[config.mk]
export PLATFORM = sky130hd
export DESIGN_NAME = spfs_top
export DESIGN_NICKNAME = d
export VERILOG_FILES = /design/src/shared/spfs_pkg.sv /design/src/rtl/spfs_top.sv
export SDC_FILE = /design/constraint.sdc
export NUM_CORES = 1
export LEC_CHECK = 0
export BUFFER_PORTS_ARGS = -buffer_cell sky130_fd_sc_hd__buf_2
export CELL_PAD_IN_SITES_DETAIL_PLACEMENT = 1
export CELL_PAD_IN_SITES_GLOBAL_PLACEMENT = 1
export CORE_MARGIN = 10
export CORE_UTILIZATION = 39
export DETAILED_ROUTE_END_ITERATION = 16
export PLACE_DENSITY_LB_ADDON = 0.05
export SYNTH_ARGS = -nofsm -noshare
export SYNTH_HDL_FRONTEND = slang
export SYNTH_SLANG_ARGS = --single-unit
[constraint.sdc]
create_clock -name hclk -period 1.5 [get_ports hclk]
set_clock_uncertainty 0.1 [all_clocks]
set_input_delay 0.3 -clock hclk [delete_from_list [all_inputs] [get_ports hclk]]
set_output_delay 0.3 -clock hclk [all_outputs]
set_load 0.02 [all_outputs]
[src/shared/spfs_pkg.sv]
// Package for the pin function selector: register map, masks, codes.
// Assumes a 32-bit AHB-Lite bus, one word per 8-bit register.
package spfs_pkg;
  localparam int unsigned NREG = 14;
  localparam logic [3:0] IDX_INPUT_ROUTE_SELECT_A  = 4'h0;
  localparam logic [3:0] IDX_INPUT_ROUTE_SELECT_B  = 4'h1;
  localparam logic [3:0] IDX_PORT_A_FUNC_SEL_LOW   = 4'h2;
  localparam logic [3:0] IDX_PORT_A_FUNC_SEL_HIGH  = 4'h3;
  localparam logic [3:0] IDX_PORT_B_FUNC_SEL_LOW   = 4'h4;
  localparam logic [3:0] IDX_PORT_B_FUNC_SEL_HIGH  = 4'h5;
  localparam logic [3:0] IDX_PORT_C_FUNC_SEL_LOW   = 4'h6;
  localparam logic [3:0] IDX_PORT_C_FUNC_SEL_HIGH  = 4'h7;
  localparam logic [3:0] IDX_PORT_D_FUNC_SEL_LOW   = 4'h8;
  localparam logic [3:0] IDX_PORT_D_FUNC_SEL_HIGH  = 4'h9;
  localparam logic [3:0] IDX_PORT_E_FUNC_SEL_LOW   = 4'ha;
  localparam logic [3:0] IDX_PORT_E_FUNC_SEL_HIGH  = 4'hb;
  localparam logic [3:0] IDX_PORT_F_FUNC_SEL_LOW   = 4'hc;
  localparam logic [3:0] IDX_PORT_F_FUNC_SEL_HIGH  = 4'hd;
  // Byte address is four times the index
  localparam logic [7:0] SEL_RESET = 8'h00;
  // Implemented bits per register, index order
  localparam logic [7:0] MASK [NREG] = '{8'hc9, 8'h71, 8'hff, 8'hff, 8'hfc, 8'hff, 8'hff,
                                         8'hff, 8'hff, 8'h3f, 8'hff, 8'hff, 8'hff, 8'h3f};
  // Field positions in the port A selectors
  localparam int unsigned POS_PIN0 = 0;
  localparam int unsigned POS_PIN1 = 2;
  localparam int unsigned POS_PIN2 = 4;
  localparam int unsigned POS_PIN3 = 6;
  localparam int unsigned POS_PIN6 = 4;
  // Input route bits
  localparam int unsigned POS_STANDARD_TIMER_CLOCK_INPUT_ROUTE = 0;
  localparam int unsigned POS_SERIAL_A_DATA_IN_ROUTE = 5;
  // Field codes
  localparam logic [1:0] CODE_00 = 2'h0;
  localparam logic [1:0] CODE_01 = 2'h1;
  localparam logic [1:0] CODE_10 = 2'h2;
  localparam logic [1:0] CODE_11 = 2'h3;
endpackage

[src/rtl/spfs_top.sv]
// Pin function selector for port A pins 0..3 and 6, with an AHB-Lite register file.
// Assumes pins arrive unsynchronised; peripheral and port signals share hclk.
// How it works
// - Pin 3 field bits 7..6: 00 gpio with timer1 capture, 01 timer1 out, 10 serial A data out, 11 crystal out.
// - Pin 2 field bits 5..4: 00, 01, 10 gpio with timer0 clock input, 11 low-speed crystal b.
// - Pin 1 field bits 3..2: 00, 01 gpio with interrupt zero and timer clock, 10 voltage detect, 11 timer0 inverted.
// - Pin 0 field bits 1..0: 00, 01 gpio with timer0 capture, 10 timer0 out, 11 low-speed crystal a.
// - Every port has output selector registers of 2-bit fields, one per pin.
// - Input route registers pick which pin feeds a peripheral input, apart from the output fields.
// - Digital inputs except pin 6 serial in share the gpio code, and the pin feeds both the port and the peripheral.
// - Pin 6 field bits 5..4 of the high selector: 00 or 11 gpio with timer clock, 01 serial in, 10 serial clock.
`timescale 1ns/100ps
module spfs_top (
  // Clock and reset
  input  wire logic        hclk,
  input  wire logic        hresetn,
  // AHB-Lite slave
  input  wire logic        hsel,
  input  wire logic [31:0] haddr,
  input  wire logic [1:0]  htrans,
  input  wire logic        hwrite,
  input  wire logic [2:0]  hsize,
  input  wire logic [31:0] hwdata,
  input  wire logic        hready,
  output logic             hreadyout,
  output logic             hresp,
  output logic [31:0]      hrdata,
  // Pins, index 0..3 = pins 0..3, index 4 = pin 6
  input  wire logic [4:0]  port_a_pin_in,
  output logic [4:0]       port_a_pin_out,
  output logic [4:0]       port_a_pin_oe,
  output logic [4:0]       pin_analog_en,
  // Port logic
  input  wire logic [4:0]  gpio_out,
  input  wire logic [4:0]  gpio_oe,
  output logic [4:0]       gpio_in,
  // Peripheral outputs
  input  wire logic        timer1_output,
  input  wire logic        serial_a_data_out,
  input  wire logic        timer0_output,
  input  wire logic        timer0_inverted_output,
  input  wire logic        serial_clock_out,
  input  wire logic        serial_clock_oe,
  // Alternate serial A data pin from another port
  input  wire logic        serial_a_data_in_alt_pin,
  // Peripheral inputs
  output logic             timer1_capture_input,
  output logic             timer0_clock_input,
  output logic             external_interrupt_zero,
  output logic             standard_timer_clock_input,
  output logic             voltage_detect_en,
  output logic             timer0_capture_input,
  output logic             serial_a_data_in
);

  logic [7:0] sel_reg [spfs_pkg::NREG];
  logic [5:0] pin_meta;
  logic [5:0] pin_sync;
  logic       wr_pend;
  logic [3:0] wr_idx;

  // Bus decode; zero wait states so hready is always ours
  wire        addr_ph  = hsel & htrans[1] & hready;
  wire [3:0]  a_idx    = haddr[5:2];
  wire        a_mapped = (haddr[31:6] == 26'h0) && (a_idx < 4'(spfs_pkg::NREG));
  wire [7:0]  wr_val   = hwdata[7:0] & spfs_pkg::MASK[wr_idx];

  // Read with forwarding of a write still in its data phase
  wire [7:0]  rd_val   = (wr_pend && wr_idx == a_idx) ? wr_val : sel_reg[a_idx];
  wire [31:0] next_hrdata = (addr_ph && !hwrite && a_mapped) ? {24'h0, rd_val} : 32'h0;

  // Address phase capture
  always_ff @(posedge hclk or negedge hresetn) begin
    if (!hresetn) begin
      wr_pend   <= 1'b0;
      wr_idx    <= 4'h0;
      hrdata    <= 32'h0;
      hreadyout <= 1'b0;
      hresp     <= 1'b0;
    end else begin
      wr_pend   <= addr_ph & hwrite & a_mapped;
      wr_idx    <= a_idx;
      hrdata    <= next_hrdata;
      hreadyout <= 1'b1;
      hresp     <= 1'b0;
    end
  end

  // Selector storage, every port gets its two registers
  always_ff @(posedge hclk or negedge hresetn) begin
    if (!hresetn) begin
      for (int i = 0; i < spfs_pkg::NREG; i++) begin
        sel_reg[i] <= spfs_pkg::SEL_RESET;
      end
    end else if (wr_pend) begin
      sel_reg[wr_idx] <= wr_val;
    end
  end

  // Two-flop synchroniser for pins and the alternate data pin
  always_ff @(posedge hclk or negedge hresetn) begin
    if (!hresetn) begin
      pin_meta <= 6'h0;
      pin_sync <= 6'h0;
    end else begin
      pin_meta <= {serial_a_data_in_alt_pin, port_a_pin_in};
      pin_sync <= pin_meta;
    end
  end

  // Field extraction
  wire [7:0] pa_low  = sel_reg[spfs_pkg::IDX_PORT_A_FUNC_SEL_LOW];
  wire [7:0] pa_high = sel_reg[spfs_pkg::IDX_PORT_A_FUNC_SEL_HIGH];
  wire [7:0] route_a = sel_reg[spfs_pkg::IDX_INPUT_ROUTE_SELECT_A];
  wire [7:0] route_b = sel_reg[spfs_pkg::IDX_INPUT_ROUTE_SELECT_B];
  wire [1:0] pin0_function_field = pa_low[spfs_pkg::POS_PIN0 +: 2];
  wire [1:0] pin1_function_field = pa_low[spfs_pkg::POS_PIN1 +: 2];
  wire [1:0] pin2_function_field = pa_low[spfs_pkg::POS_PIN2 +: 2];
  wire [1:0] pin3_function_field = pa_low[spfs_pkg::POS_PIN3 +: 2];
  wire [1:0] pin6_function_field = pa_high[spfs_pkg::POS_PIN6 +: 2];
  wire       standard_timer_clock_input_from_pin6 = route_a[spfs_pkg::POS_STANDARD_TIMER_CLOCK_INPUT_ROUTE];
  wire       serial_a_data_in_from_alt  = route_b[spfs_pkg::POS_SERIAL_A_DATA_IN_ROUTE];

  // Gpio codes per pin; shared inputs ride on these
  wire gpio0 = pin0_function_field == spfs_pkg::CODE_00 || pin0_function_field == spfs_pkg::CODE_01;
  wire gpio1 = pin1_function_field == spfs_pkg::CODE_00 || pin1_function_field == spfs_pkg::CODE_01;
  wire gpio2 = pin2_function_field != spfs_pkg::CODE_11;
  wire gpio3 = pin3_function_field == spfs_pkg::CODE_00;
  wire gpio6 = pin6_function_field == spfs_pkg::CODE_00 || pin6_function_field == spfs_pkg::CODE_11;
  wire [4:0] gpio_sel = {gpio6, gpio3, gpio2, gpio1, gpio0};

  // Output multiplexers; analog codes release the driver
  logic [4:0] next_out;
  logic [4:0] next_oe;
  logic [4:0] next_ana;
  always_comb begin
    next_out = gpio_out & gpio_sel;
    next_oe  = gpio_oe & gpio_sel;
    next_ana = 5'h0;
    case (pin0_function_field)
      spfs_pkg::CODE_10: begin
        next_out[0] = timer0_output;
        next_oe[0]  = 1'b1;
      end
      spfs_pkg::CODE_11: next_ana[0] = 1'b1;
      default: ;
    endcase
    case (pin1_function_field)
      spfs_pkg::CODE_10: next_ana[1] = 1'b1;
      spfs_pkg::CODE_11: begin
        next_out[1] = timer0_inverted_output;
        next_oe[1]  = 1'b1;
      end
      default: ;
    endcase
    if (pin2_function_field == spfs_pkg::CODE_11) begin
      next_ana[2] = 1'b1;
    end
    case (pin3_function_field)
      spfs_pkg::CODE_01: begin
        next_out[3] = timer1_output;
        next_oe[3]  = 1'b1;
      end
      spfs_pkg::CODE_10: begin
        next_out[3] = serial_a_data_out;
        next_oe[3]  = 1'b1;
      end
      spfs_pkg::CODE_11: next_ana[3] = 1'b1;
      default: ;
    endcase
    if (pin6_function_field == spfs_pkg::CODE_10) begin
      next_out[4] = serial_clock_out;
      next_oe[4]  = serial_clock_oe;
    end
  end

  // Input routing; a gpio-coded pin feeds port and timer clock together, serial data in feeds only the peripheral
  wire [4:0] pin_s = pin_sync[4:0];
  wire next_standard_timer_clock_input = standard_timer_clock_input_from_pin6 ? (gpio6 & pin_s[4]) : (gpio1 & pin_s[1]);
  wire next_serial_a_data_in = serial_a_data_in_from_alt ? pin_sync[5]
                 : (pin6_function_field == spfs_pkg::CODE_01) & pin_s[4];

  // Registered pin and peripheral outputs
  always_ff @(posedge hclk or negedge hresetn) begin
    if (!hresetn) begin
      port_a_pin_out             <= 5'h0;
      port_a_pin_oe              <= 5'h0;
      pin_analog_en              <= 5'h0;
      gpio_in                    <= 5'h0;
      timer1_capture_input       <= 1'b0;
      timer0_clock_input         <= 1'b0;
      external_interrupt_zero    <= 1'b0;
      standard_timer_clock_input <= 1'b0;
      voltage_detect_en          <= 1'b0;
      timer0_capture_input       <= 1'b0;
      serial_a_data_in           <= 1'b0;
    end else begin
      port_a_pin_out             <= next_out;
      port_a_pin_oe              <= next_oe;
      pin_analog_en              <= next_ana;
      gpio_in                    <= pin_s & gpio_sel;
      timer1_capture_input       <= gpio3 & pin_s[3];
      timer0_clock_input         <= gpio2 & pin_s[2];
      external_interrupt_zero    <= gpio1 & pin_s[1];
      standard_timer_clock_input <= next_standard_timer_clock_input;
      voltage_detect_en          <= pin1_function_field == spfs_pkg::CODE_10;
      timer0_capture_input       <= gpio0 & pin_s[0];
      serial_a_data_in           <= next_serial_a_data_in;
    end
  end

  // Checks
  property p_pin3_timer1;
    @(posedge hclk) disable iff (!hresetn)
      pin3_function_field == spfs_pkg::CODE_01 |=> port_a_pin_oe[3] && port_a_pin_out[3] == $past(timer1_output);
  endproperty
  a_pin3_timer1: assert property (p_pin3_timer1) else $error("pin3 timer1 out wrong");

  property p_pin2_crystal;
    @(posedge hclk) disable iff (!hresetn)
      pin2_function_field == spfs_pkg::CODE_11 |=> pin_analog_en[2] && !port_a_pin_oe[2] && !timer0_clock_input;
  endproperty
  a_pin2_crystal: assert property (p_pin2_crystal) else $error("pin2 crystal code wrong");

  property p_pin1_inv;
    @(posedge hclk) disable iff (!hresetn)
      pin1_function_field == spfs_pkg::CODE_11 |=> port_a_pin_out[1] == $past(timer0_inverted_output);
  endproperty
  a_pin1_inv: assert property (p_pin1_inv) else $error("pin1 inverted timer wrong");

  property p_pin0_timer0;
    @(posedge hclk) disable iff (!hresetn)
      pin0_function_field == spfs_pkg::CODE_10 |=> port_a_pin_oe[0] && port_a_pin_out[0] == $past(timer0_output);
  endproperty
  a_pin0_timer0: assert property (p_pin0_timer0) else $error("pin0 timer0 out wrong");

  property p_write_lands;
    @(posedge hclk) disable iff (!hresetn)
      wr_pend |=> sel_reg[$past(wr_idx)] == ($past(hwdata[7:0]) & spfs_pkg::MASK[$past(wr_idx)]);
  endproperty
  a_write_lands: assert property (p_write_lands) else $error("selector write lost");

  property p_standard_timer_clock_input_route;
    @(posedge hclk) disable iff (!hresetn)
      standard_timer_clock_input_from_pin6 && gpio6 ##0 pin_s[4] |=> standard_timer_clock_input;
  endproperty
  a_standard_timer_clock_input_route: assert property (p_standard_timer_clock_input_route) else $error("timer clock route wrong");

  property p_shared_int;
    @(posedge hclk) disable iff (!hresetn)
      gpio1 && pin_s[1] |=> external_interrupt_zero && gpio_in[1];
  endproperty
  a_shared_int: assert property (p_shared_int) else $error("shared input not fed");

  property p_unused_zero;
    @(posedge hclk) disable iff (!hresetn)
      1'b1 |-> (route_a & ~spfs_pkg::MASK[0]) == 8'h00 && (route_b & ~spfs_pkg::MASK[1]) == 8'h00;
  endproperty
  a_unused_zero: assert property (p_unused_zero) else $error("unassigned bits not zero");

  property p_pin6_sck;
    @(posedge hclk) disable iff (!hresetn)
      pin6_function_field == spfs_pkg::CODE_10 |=> port_a_pin_oe[4] == $past(serial_clock_oe) && !gpio_in[4];
  endproperty
  a_pin6_sck: assert property (p_pin6_sck) else $error("pin6 serial clock wrong");

  property p_pin3_serial;
    @(posedge hclk) disable iff (!hresetn)
      pin3_function_field == spfs_pkg::CODE_10 |=>
        port_a_pin_oe[3] && port_a_pin_out[3] == $past(serial_a_data_out) && !timer1_capture_input;
  endproperty
  a_pin3_serial: assert property (p_pin3_serial) else $error("pin3 serial out wrong");

  property p_pin2_gpio;
    @(posedge hclk) disable iff (!hresetn)
      pin2_function_field != spfs_pkg::CODE_11 |=>
        !pin_analog_en[2] && timer0_clock_input == $past(pin_s[2]);
  endproperty
  a_pin2_gpio: assert property (p_pin2_gpio) else $error("pin2 timer clock path wrong");

  property p_pin1_lvd;
    @(posedge hclk) disable iff (!hresetn)
      pin1_function_field == spfs_pkg::CODE_10 |=>
        voltage_detect_en && pin_analog_en[1] && !port_a_pin_oe[1] && !external_interrupt_zero;
  endproperty
  a_pin1_lvd: assert property (p_pin1_lvd) else $error("pin1 voltage detect wrong");

  property p_pin0_xtal;
    @(posedge hclk) disable iff (!hresetn)
      pin0_function_field == spfs_pkg::CODE_11 |=>
        pin_analog_en[0] && !port_a_pin_oe[0] && !timer0_capture_input;
  endproperty
  a_pin0_xtal: assert property (p_pin0_xtal) else $error("pin0 crystal code wrong");

  property p_pin6_sdi;
    @(posedge hclk) disable iff (!hresetn)
      pin6_function_field == spfs_pkg::CODE_01 && !serial_a_data_in_from_alt |=>
        serial_a_data_in == $past(pin_s[4]) && !port_a_pin_oe[4];
  endproperty
  a_pin6_sdi: assert property (p_pin6_sdi) else $error("pin6 serial data in wrong");

  // Unmapped words read as zero, so software never sees stale storage
  property p_unmapped_read;
    @(posedge hclk) disable iff (!hresetn)
      addr_ph && !hwrite && !a_mapped |=> hrdata == 32'h0;
  endproperty
  a_unmapped_read: assert property (p_unmapped_read) else $error("unmapped read not zero");

endmodule

==> results.json, run 1 <==
{
  "ios": 157,
  "h-tree-depth": 4,
  "worstHoldStart": "gpio_out[0]",
  "rsz0062_at_grt": "true",
  "yosysWarnings": 0,
  "worstSetupPathType": "register to register",
  "grt_pass1_wl_um": 35000,
  "wire_per_inst_um": 22.1,
  "grt.total_usage_pct": 18.6,
  "synth_common_cells": "dfrtp_1 (159), nand2_1 (68), mux2_2 (56), o21ai_0 (56), mux2i_1 (53)",
  "nets": 897,
  "coreArea_mm2": 0.0181,
  "die_y_um": 157,
  "grt-ovfl-total": 0,
  "cp_slowest_stage_delay_ps": 440,
  "required_ps": 1690,
  "critPathArrivalTime_ps": 1880,
  "fin_area_mm2": 0.0100,
  "drc": 0,
  "grt_max_degree": 45,
  "cts-buffers-inserted": 17,
  "endpoint_kind": "register",
  "antenna_cells": 0,
  "placed_cell_area_mm2": 0.00847,
  "dp_hpwl_um": 16100,
  "vias_per_cell": 5.22,
  "yosys-top-cells-area": "dfrtp_1 (55%), mux2_2 (8.6%), mux2i_1 (7.3%)",
  "synth_cell_types": 52,
  "yosysSeqAreaShare_pct": 54.6,
  "top_usage_layer": "met2",
  "cp_cell_sequence": "buf_6, nand3_2, or3_4, clkbuf_16, nand2_1, o21ai_0",
  "crit_buf_inv": 2,
  "finalHoldViolCount": 0,
  "fin_ws_ps": -183,
  "gp_congestion": 0.833,
  "cp_max_fo": 7,
  "largest_reg_flops": 80,
  "cts_tree": "done",
  "syn_inst": 607,
  "dr.pass1.iters": 4,
  "antenna_found_initial": 0,
  "grt_use_met1_pct": 23.2,
  "fin_crit_sh_pct": 112,
  "crit_family": "simple AND/OR/NAND/NOR gates",
  "met2_usage_pct": 31.4,
  "ant_nets": 0,
  "dieWidth_um": 157,
  "cp-start-kind": "register",
  "io_buffer_count": 100,
  "slew_headroom_pct": 55.2,
  "cts.reportedPaths.clkPinSlew_ps": 60,
  "dieArea_mm2": 0.0246,
  "setup_viol": 109,
  "vdd.ir_drop.worst_v": 0.000684,
  "synth_async_sr_flop_share_pct": 100,
  "cts_max_path_buffers": 2,
  "ys_ff_latch": 159,
  "syn_avg_cell_area_um2": 12.0,
  "root_buffer": "clkbuf_16",
  "rows": 49,
  "area_growth_pct": 37.3,
  "leakage_uw": 0.00494,
  "power_uw": 9760,
  "vias": 5409,
  "period_needed_ps": 1680,
  "grt_pass1_vias": 6009,
  "slowest_stage": "dfrtp_2",
  "final.fill_count": 1877,
  "final_core_util_pct": 55.2,
  "slew_violations": 0,
  "finalSetupTns_ps": -10670,
  "hold_class": "primary input to register",
  "crit_start": "wr_idx[3]$_DFF_PN0_",
  "syn_area_mm2": 0.00729,
  "drive_gt1_share_pct": 45.9,
  "drt-total-wl_um": 23000,
  "timing.fmax_mhz": 594,
  "worstMarginPinSlew_ps": 670,
  "cts_sinks": 159,
  "violations": "setup timing",
  "dp_slack_ps": -447,
  "status": "finished, violations left",
  "timing.rr.start": "wr_idx[3]$_DFF_PN0_",
  "yosys.cell_count.top_type": "dfrtp_1",
  "yosysTopAreaCellShare_pct": 54.6,
  "drt_iter0_drc": 210,
  "postSynth.topFlopCell": "dfrtp_1",
  "powerDensity_mw_per_mm2": 975,
  "clkLatencyLatePin_ps": 430,
  "met3_usage_pct": 4.61,
  "synth_top_cell_by_area": "dfrtp_1",
  "synth_edf_count": 0,
  "maxCapViolations": 0,
  "start_util_pct": 40.2
}
layout by cell type (no fill, tap or decap), types with 6 or more instances in the layout:
cell           netlist  routed
o21ai_0             56      30
ha_1                 6       6
clkbuf_16            0      18
buf_4               31      56
mux2i_1             53      53
nor2_4               0       8
buf_6               10      17
a22o_1               8       8
mux2_2              56      15
nand2_4              0       6
o22ai_1              8       8
conb_1               2      27
o21ai_2              0      10
dlygate4sd3_1        0      14
buf_12               2      16
nand2_1             68      45
inv_1                9       9
mux2_4               1      43
buf_2                9      99
and2_4               1       8
and2_1              20      14
nand2_2              0      17
o221ai_1             7       7
nor2b_1             10       9
dfrtp_1            159     154
o21ai_1              0      16
timing repair:
item | CTS | global route
cloned | 2 | 1
pin swaps | 23 | 17
gates resized for setup | 111 | 62
hold buffers | 14 | 0
setup endpoints to repair | 118 | 117
hold endpoints to repair | 172 | 0
setup buffers | 11 | 9
cell type report:
class | instances | area [µm²] | area share, %
clock buffer | 22 | 464 | 4.64
clock inverter | 10 | 136 | 1.36
inverter | 9 | 33.8 | 0.337
multi-input combinational | 402 | 3450 | 34.5
sequential | 159 | 3990 | 39.8
tap | 229 | 287 | 2.86
timing repair buffer | 206 | 1650 | 16.5
tightest hold or removal path, stage by stage:
cell and delay [ps]:
buf_2 90, inv_1 40, o21ai_0 60
worst paths after layout:
kind	cells after the start	slack (ps)	end
max in group asynchronous	3	560	pa_high[0]$_DFFE_PN0P_
worst max register to register	6	-180	sel_reg[12]$_DFFE_PN0P_
worst max-delay path	6	-180	sel_reg[12]$_DFFE_PN0P_
worst min register to register	0	250	pin_sync[1]$_DFF_PN0_
worst min-delay path	3	20	port_a_pin_out[0]$_DFF_PN0_
min in group asynchronous	2	210	gpio_in[3]$_DFF_PN0_
cell families (layout without fill, tap and decap cells):
logic type,after synthesis,count (layout),share of synthesized area (%)
multiplexers,113,113,17.0
adder cells (fa/ha/maj),6,6,1.03
AND/OR/NAND/NOR,148,149,10.8
buffers and inverters,72,247,6.93
XOR/XNOR,4,4,0.481
other,2,27,0.103
AO/OA/AOI/OAI,103,103,9.16
flip-flops,159,159,54.6
per-layer routing:
| layer | share of wire, % | routed length, µm | vias to the layer above |
|---|---|---|---|
| met1 | 43 | 9810 | 2780 |
| li1 | - | - | 2460 |
| met2 | 51 | 11700 | 147 |
| met4 | 1.2 | 283 | 0 |
| met5 | 0 | 0 | - |
| met3 | 5.1 | 1180 | 22 |
power breakdown:
group          switching, µW  internal (µW)  total (µW)
registers               24.8           4330        4360
logic                    567            402         969
clock network           1730           2700        4430
per-stage QoR:
step	hold slack [ps]	std cells
6_report	20.1	1037
5_1_grt	12.7	1037
3_5_place_dp	80.5	971
3_3_place_gp	79.2	971
4_1_cts	4.64	1029
2_1_floorplan	-95.6	632
No activity file was read; power rests on OpenSTA's default activity.
==> run 2, diff against run 1 <==
--- a/config.mk
+++ b/config.mk
@@ -5,11 +5,12 @@
 export SDC_FILE = /design/constraint.sdc
 export NUM_CORES = 1
 export LEC_CHECK = 0
+export ABC_AREA = 1
 export BUFFER_PORTS_ARGS = -buffer_cell sky130_fd_sc_hd__buf_2
 export CELL_PAD_IN_SITES_DETAIL_PLACEMENT = 1
 export CELL_PAD_IN_SITES_GLOBAL_PLACEMENT = 1
 export CORE_MARGIN = 10
-export CORE_UTILIZATION = 39
+export CORE_UTILIZATION = 37
 export DETAILED_ROUTE_END_ITERATION = 16
 export PLACE_DENSITY_LB_ADDON = 0.05
 export SYNTH_ARGS = -nofsm -noshare
==> run 2 against run 1 <==
  * The flow still finishes with violations (setup timing)
  * Routed wire length increased by 17%
  * Combinational power increased by 16%
  * Utilization decreased by 1.4 points
  * Synthesized cell count increased by 46%
  * Register-to-register slack about the same
  * Maximum frequency decreased by 0.58%
  * Count of clock-buffer cells in the layout decreased by 2
  * Cell area increased by 5.6%
  * Flip-flop and latch count unchanged
  * Sequential power about the same
  * Synthesized area increased by 2.4%
  * Final cell count increased by 32%
==> results.json, run 2 <==
{
  "dr.pass1.iters": 5,
  "comb_power_share_pct": 11.4,
  "synth_async_sr_flop_share_pct": 100,
  "fin_crit_sh_pct": 113,
  "h-tree-depth": 4,
  "synthSimpleGateAreaFrac_pct": 25.5,
  "syn_area_mm2": 0.00747,
  "antenna_cells": 0,
  "timing.rr.start": "wr_idx[0]$_DFF_PN0_",
  "gp_congestion": 0.918,
  "hold_class": "primary input to register",
  "power_frac_seq_pct": 44.0,
  "drt-total-wl_um": 26900,
  "synth_compound_area_share_pct": 9.37,
  "synth_fa_ha_area_share_pct": 1.01,
  "holdPathEnd": "port_a_pin_oe[4]$_DFF_PN0_",
  "antenna_found_initial": 0,
  "syn_inst": 887,
  "timing.fmax_mhz": 591,
  "grt-ovfl-total": 0,
  "violations": "setup timing",
  "leakage_uw": 0.00524,
  "grt.total_usage_pct": 19.8,
  "reg2reg_to": "sel_reg[60]$_DFFE_PN0P_",
  "syn_avg_cell_area_um2": 8.42,
  "vias": 6730,
  "finalHoldViolCount": 0,
  "cts_tree": "done",
  "fin_ws_ps": -193,
  "grt_pass1_vias": 7091,
  "yosys-top-cells-area": "dfrtp_1 (53%), nand2_1 (12%), nand3_1 (6.8%)",
  "r2r_cells": 8,
  "largest_reg_flops": 80,
  "synth_top_family_by_area": "simple AND/OR/NAND/NOR gates",
  "synthXorXnorAreaFrac_pct": 0.117,
  "dp_hpwl_um": 18200,
  "critPathArrivalTime_ps": 1950,
  "maxCapViolations": 0,
  "coreArea_mm2": 0.0197,
  "grt_use_met1_pct": 25.2,
  "switching_share_pct": 26.5,
  "period_needed_ps": 1690,
  "synth_common_cells": "nand2_1 (247), dfrtp_1 (159), nand3_1 (102), nor2_1 (72), inv_1 (60)",
  "met3_usage_pct": 3.84,
  "rsz0062_at_grt": "true",
  "root_buffer": "clkbuf_16",
  "area_growth_pct": 41.6,
  "p_sw_uw": 2610,
  "layout_common_cells": "nand2_1 (206), dfrtp_1 (156), buf_2 (99)",
  "ant_nets": 0,
  "status": "finished, violations left",
  "placed_cell_area_mm2": 0.00870,
  "dieArea_mm2": 0.0263,
  "drt_iter0_drc": 345,
  "worstSetupPathType": "register to register",
  "synth_cell_types": 32,
  "cts.reportedPaths.clkPinSlew_ps": 70,
  "dp.cells": 1285,
  "clkLatencyLatePin_ps": 440,
  "met2_usage_pct": 32.8,
  "start_util_pct": 38.0,
  "cp-start-kind": "register",
  "powerDensity_mw_per_mm2": 932,
  "worstHoldStart": "gpio_oe[4]",
  "synthMuxAreaShare_pct": 0,
  "rows": 51,
  "r2r_slack_ps": -190,
  "whs_path_depth": 3,
  "p_clk_share_pct": 44.6,
  "vdd.ir_drop.worst_v": 0.000770,
  "endpoint_kind": "register",
  "die_y_um": 162,
  "yosysWarnings": 0,
  "cts-buffers-inserted": 17,
  "cts_max_path_buffers": 2,
  "required_ps": 1760,
  "ys_ff_latch": 159,
  "synth_edf_count": 0,
  "wire_per_inst_um": 19.6,
  "nets": 1195,
  "power_uw": 9860,
  "dieWidth_um": 162,
  "drc": 0,
  "io_buffer_count": 100,
  "postSynth.topFlopCell": "dfrtp_1",
  "ios": 157,
  "p_int_uw": 7250,
  "setup_viol": 113,
  "grt_pass1_wl_um": 40600,
  "drive_gt1_share_pct": 37.5,
  "whs_ps": 1.81,
  "grt_max_degree": 46,
  "cp_max_fo": 7,
  "slew_violations": 0,
  "fin_area_mm2": 0.0106,
  "yosysSeqAreaShare_pct": 53.3,
  "synth_top_cell_by_area": "dfrtp_1",
  "mostFrequentLayoutCell": "nand2_1",
  "top_usage_layer": "met2",
  "vias_per_cell": 4.91,
  "yosys.cell_count.top_type": "nand2_1",
  "yosysTopAreaCellShare_pct": 53.3,
  "cts_sinks": 159,
  "instances_no_fill": 1370
}
[run 2: worst max-delay path by stage]
stage	start	endpoint	slack (ps)	cells past startpoint
floorplan	wr_idx[2]$_DFF_PN0_	pa_low[6]$_DFFE_PN0P_	60	7
global placement	haddr[2]	hrdata[0]$_DFF_PN0_	-250	9
detailed placement	haddr[2]	hrdata[0]$_DFF_PN0_	-250	9
CTS	wr_idx[3]$_DFF_PN0_	sel_reg[60]$_DFFE_PN0P_	-100	9
global route	wr_idx[2]$_DFF_PN0_	hrdata[3]$_DFF_PN0_	-260	8
finish	wr_idx[0]$_DFF_PN0_	sel_reg[60]$_DFFE_PN0P_	-190	8
[run 2: timing repair]
item / CTS / global route
pin swaps: 16 / 35
endpoints found under the hold margin: 47 / 0
setup buffers: 17 / 12
gates cloned: 3 / 5
endpoints found under the setup margin: 110 / 113
resized for setup: 113 / 120
hold buffers: 18 / 0
[run 2: cell families after synthesis]
kind of cell / after synthesis
AO/OA/AOI/OAI: 123
AND/OR/NAND/NOR: 444
flip-flops: 159
XOR/XNOR: 1
adder cells (fa/ha/maj): 6
other: 2
buffers and inverters: 152
[run 2: cell type report]
| type | count | area, µm² |
|---|---|---|
| tap | 265 | 332 |
| fill | 2322 | 9080 |
| timing repair inverter | 5 | 38.8 |
| inverter | 79 | 362 |
| sequential | 159 | 3980 |
| clock buffer | 20 | 447 |
| clock inverter | 11 | 131 |
| timing repair buffer | 229 | 1880 |
| multi-input combinational | 602 | 3400 |
[run 2: power by group through the flow]
stage	Combinational, µW	Clock (µW)	Sequential, µW
final	1120	4400	4340
after global routing	1220	4640	4340
after CTS	1040	4460	4340
after detailed placement	946	0	4410
after global placement	930	0	4410
after floorplan	439	0	4430
[run 2: worst max-delay path, stage by stage (launching register included)]
cell,delay (ps)
dfrtp_1,440
buf_4,170
nor2_1,150
inv_2,100
buf_4,160
nor2_8,200
buf_12,140
nor2_2,30
a21oi_1,110
[run 2: metal layers]
layer	up-vias	wire (µm)
met5	-	0
met4	0	544
met3	30	1210
met2	159	13300
met1	3354	11900
li1	3187	-
[run 2: stage by stage]
| step | worst slack (ps) | setup TNS, ps | utilization [%] |
|---|---|---|---|
| 3_3_place_gp | -246 | -9960 | 44.3 |
| 3_5_place_dp | -251 | -12520 | 44.3 |
| 5_1_grt | -256 | -18470 | 53.8 |
| 2_1_floorplan | 55.0 | 0 | - |
| 6_report | -193 | -11280 | 53.8 |
| 4_1_cts | -96.3 | -3610 | 50.8 |
==> run 3, diff against run 2 <==
==> constraint.sdc (replaced) <==
create_clock -name hclk -period 1.5 [get_ports hclk]
set_clock_uncertainty 0.1 [all_clocks]
set_input_delay 0.15 -clock hclk [delete_from_list [all_inputs] [get_ports hclk]]
set_output_delay 0.15 -clock hclk [all_outputs]
set_load 0.02 [all_outputs]
==> run 3 against run 2 <==
  * The flow still finishes with violations (setup timing)
  * Combinational power hardly changed
  * Register-to-register slack better by 90 ps
  * Sequential power hardly changed
  * Clock power is 7.0% higher
  * First-iteration DRC count is 7.2% lower
  * Total power is 3.2% higher
  * Count of clock-buffer cells in the layout is 1 lower
  * Cell area is 2.7% lower
  * Via count hardly changed
  * Critical endpoint is now pa_low[6]$_DFFE_PN0P_
==> results.json, run 3 (same netlist as run 2, synthesis figures left out) <==
{
  "setup_viol": 64,
  "crit_family": "buffers and inverters",
  "power_frac_seq_pct": 42.6,
  "period_needed_ps": 1600,
  "slowest_stage": "dfrtp_2",
  "h-tree-depth": 4,
  "clkLatencyLatePin_ps": 450,
  "coreArea_mm2": 0.0197,
  "start_util_pct": 38.0,
  "drt-total-wl_um": 26500,
  "dieArea_mm2": 0.0263,
  "p_int_uw": 7510,
  "cp_slowest_stage_delay_ps": 440,
  "ant_nets": 0,
  "leakage_uw": 0.00520,
  "grt_max_degree": 49,
  "cts-buffers-inserted": 17,
  "io_buffer_count": 100,
  "grt_pass1_vias": 7260,
  "power_uw": 10200,
  "area_growth_pct": 37.8,
  "grt-ovfl-total": 0,
  "path_depth": 9,
  "rows": 51,
  "layout_common_cells": "nand2_1 (218), dfrtp_1 (155), nand3_1 (100)",
  "grt.total_usage_pct": 20.2,
  "vias_per_cell": 4.92,
  "hold_class": "primary input to register",
  "cp_max_fo": 7,
  "violations": "setup timing",
  "antenna_cells": 0,
  "r2r_slack_ps": -100,
  "vdd.ir_drop.worst_v": 0.000732,
  "dp_hpwl_um": 17900,
  "cp_cell_sequence": "buf_6, inv_6, nor2_4, inv_4, buf_12, nor2_4, clkinv_4, nand2_1, o21ai_0",
  "fin_ws_ps": -98.6,
  "vias": 6726,
  "timing.fmax_mhz": 626,
  "drive_gt1_share_pct": 30.7,
  "drt_iter0_drc": 320,
  "finalHoldViolCount": 0,
  "dieWidth_um": 162,
  "required_ps": 1710,
  "grt_pass1_wl_um": 41300,
  "cts_max_path_buffers": 2,
  "antenna_found_initial": 0,
  "cp-start-kind": "register",
  "cts.reportedPaths.clkPinSlew_ps": 60,
  "mostFrequentLayoutCell": "nand2_1",
  "worstSetupPathType": "register to register",
  "comb_power_share_pct": 11.2,
  "gp_congestion": 0.827,
  "whs_path_depth": 6,
  "fin_crit_sh_pct": 107,
  "p_sw_uw": 2670,
  "largest_reg_flops": 80,
  "endpoint_kind": "register",
  "root_buffer": "clkbuf_16",
  "maxCapViolations": 0,
  "ios": 157,
  "drc": 0,
  "cts_sinks": 159,
  "powerDensity_mw_per_mm2": 989,
  "status": "finished, violations left",
  "final_core_util_pct": 52.3,
  "wire_per_inst_um": 19.4,
  "rsz0062_at_grt": "true",
  "switching_share_pct": 26.2,
  "cp_common_cell": "nor2_4",
  "nets": 1192,
  "critPathArrivalTime_ps": 1810,
  "slew_violations": 0,
  "r2r_cells": 9,
  "p_clk_share_pct": 46.2,
  "die_y_um": 162,
  "dr.pass1.iters": 5,
  "crit_buf_inv": 5,
  "cts_tree": "done"
}
## run 3: worst reg2reg max path, stage by stage (launching register included)
cell and delay, ps:
dfrtp_2 440, buf_6 140, inv_6 40, nor2_4 130
inv_4 60, buf_12 120, nor2_4 160, clkinv_4 130
nand2_1 80, o21ai_0 70
## run 3: through the flow
step	setup TNS [ps]	setup WS [ps]	std cells	hold WS, ps	instance area [µm²]
finish	-2480	-98.6	1368	2.05	10300
global route	-10590	-217	1368	24.5	10300
CTS	-1800	-91.0	1359	4.52	10000
detailed placement	-8710	-156	1275	-63.8	8660
global placement	-5530	-109	1275	-62.5	8660
floorplan	0	55.0	912	-246	7560
## run 3: what timing repair did
item | 4_1_cts | 5_1_grt
hold buffers | 36 | 0
gates cloned | 4 | 1
pin swaps | 18 | 14
endpoints found under the setup margin | 109 | 113
resized for setup | 69 | 61
buffers inserted | 12 | 8
endpoints found under the hold margin | 180 | 0
## run 3: area by class of cell
type | instances | area [µm²]
well taps | 265 | 332
fillers | 2328 | 9370
flip-flops and latches | 159 | 3980
clock inverters | 13 | 176
repair inverters | 3 | 22.5
inverters | 79 | 338
clock buffers | 19 | 453
repair buffers | 227 | 1890
multi-input cells | 603 | 3090
## run 3: final timing paths
check | from | to
worst max-delay path | wr_idx[1]$_DFF_PN0_ | pa_low[6]$_DFFE_PN0P_
worst min-delay path | haddr[23] | wr_pend$_DFF_PN0_
worst max register to register | wr_idx[1]$_DFF_PN0_ | pa_low[6]$_DFFE_PN0P_
worst min register to register | pin_meta[1]$_DFF_PN0_ | pin_sync[1]$_DFF_PN0_
max in group asynchronous | hresetn | sel_reg[32]$_DFFE_PN0P_
min in group asynchronous | hresetn | route_b[0]$_DFFE_PN0P_
## run 3: power groups by stage
stage / sequential (µW) / clock [µW] / combinational (µW)
6_report: 4340 / 4710 / 1140
5_1_grt: 4340 / 4950 / 1230
4_1_cts: 4340 / 4770 / 1080
3_5_place_dp: 4410 / 0 / 948
3_3_place_gp: 4410 / 0 / 932
2_1_floorplan: 4430 / 0 / 439
## run 3: routing by layer
layer	share of wire [%]	GRT usage [%]	vias up	wire length, µm
met2	50	34.3	157	13200
met3	4.4	3.99	25	1160
met1	45	25.6	3362	11800
li1	-	-	3182	-
met5	0	0	-	0
met4	1.1	5.25	0	292
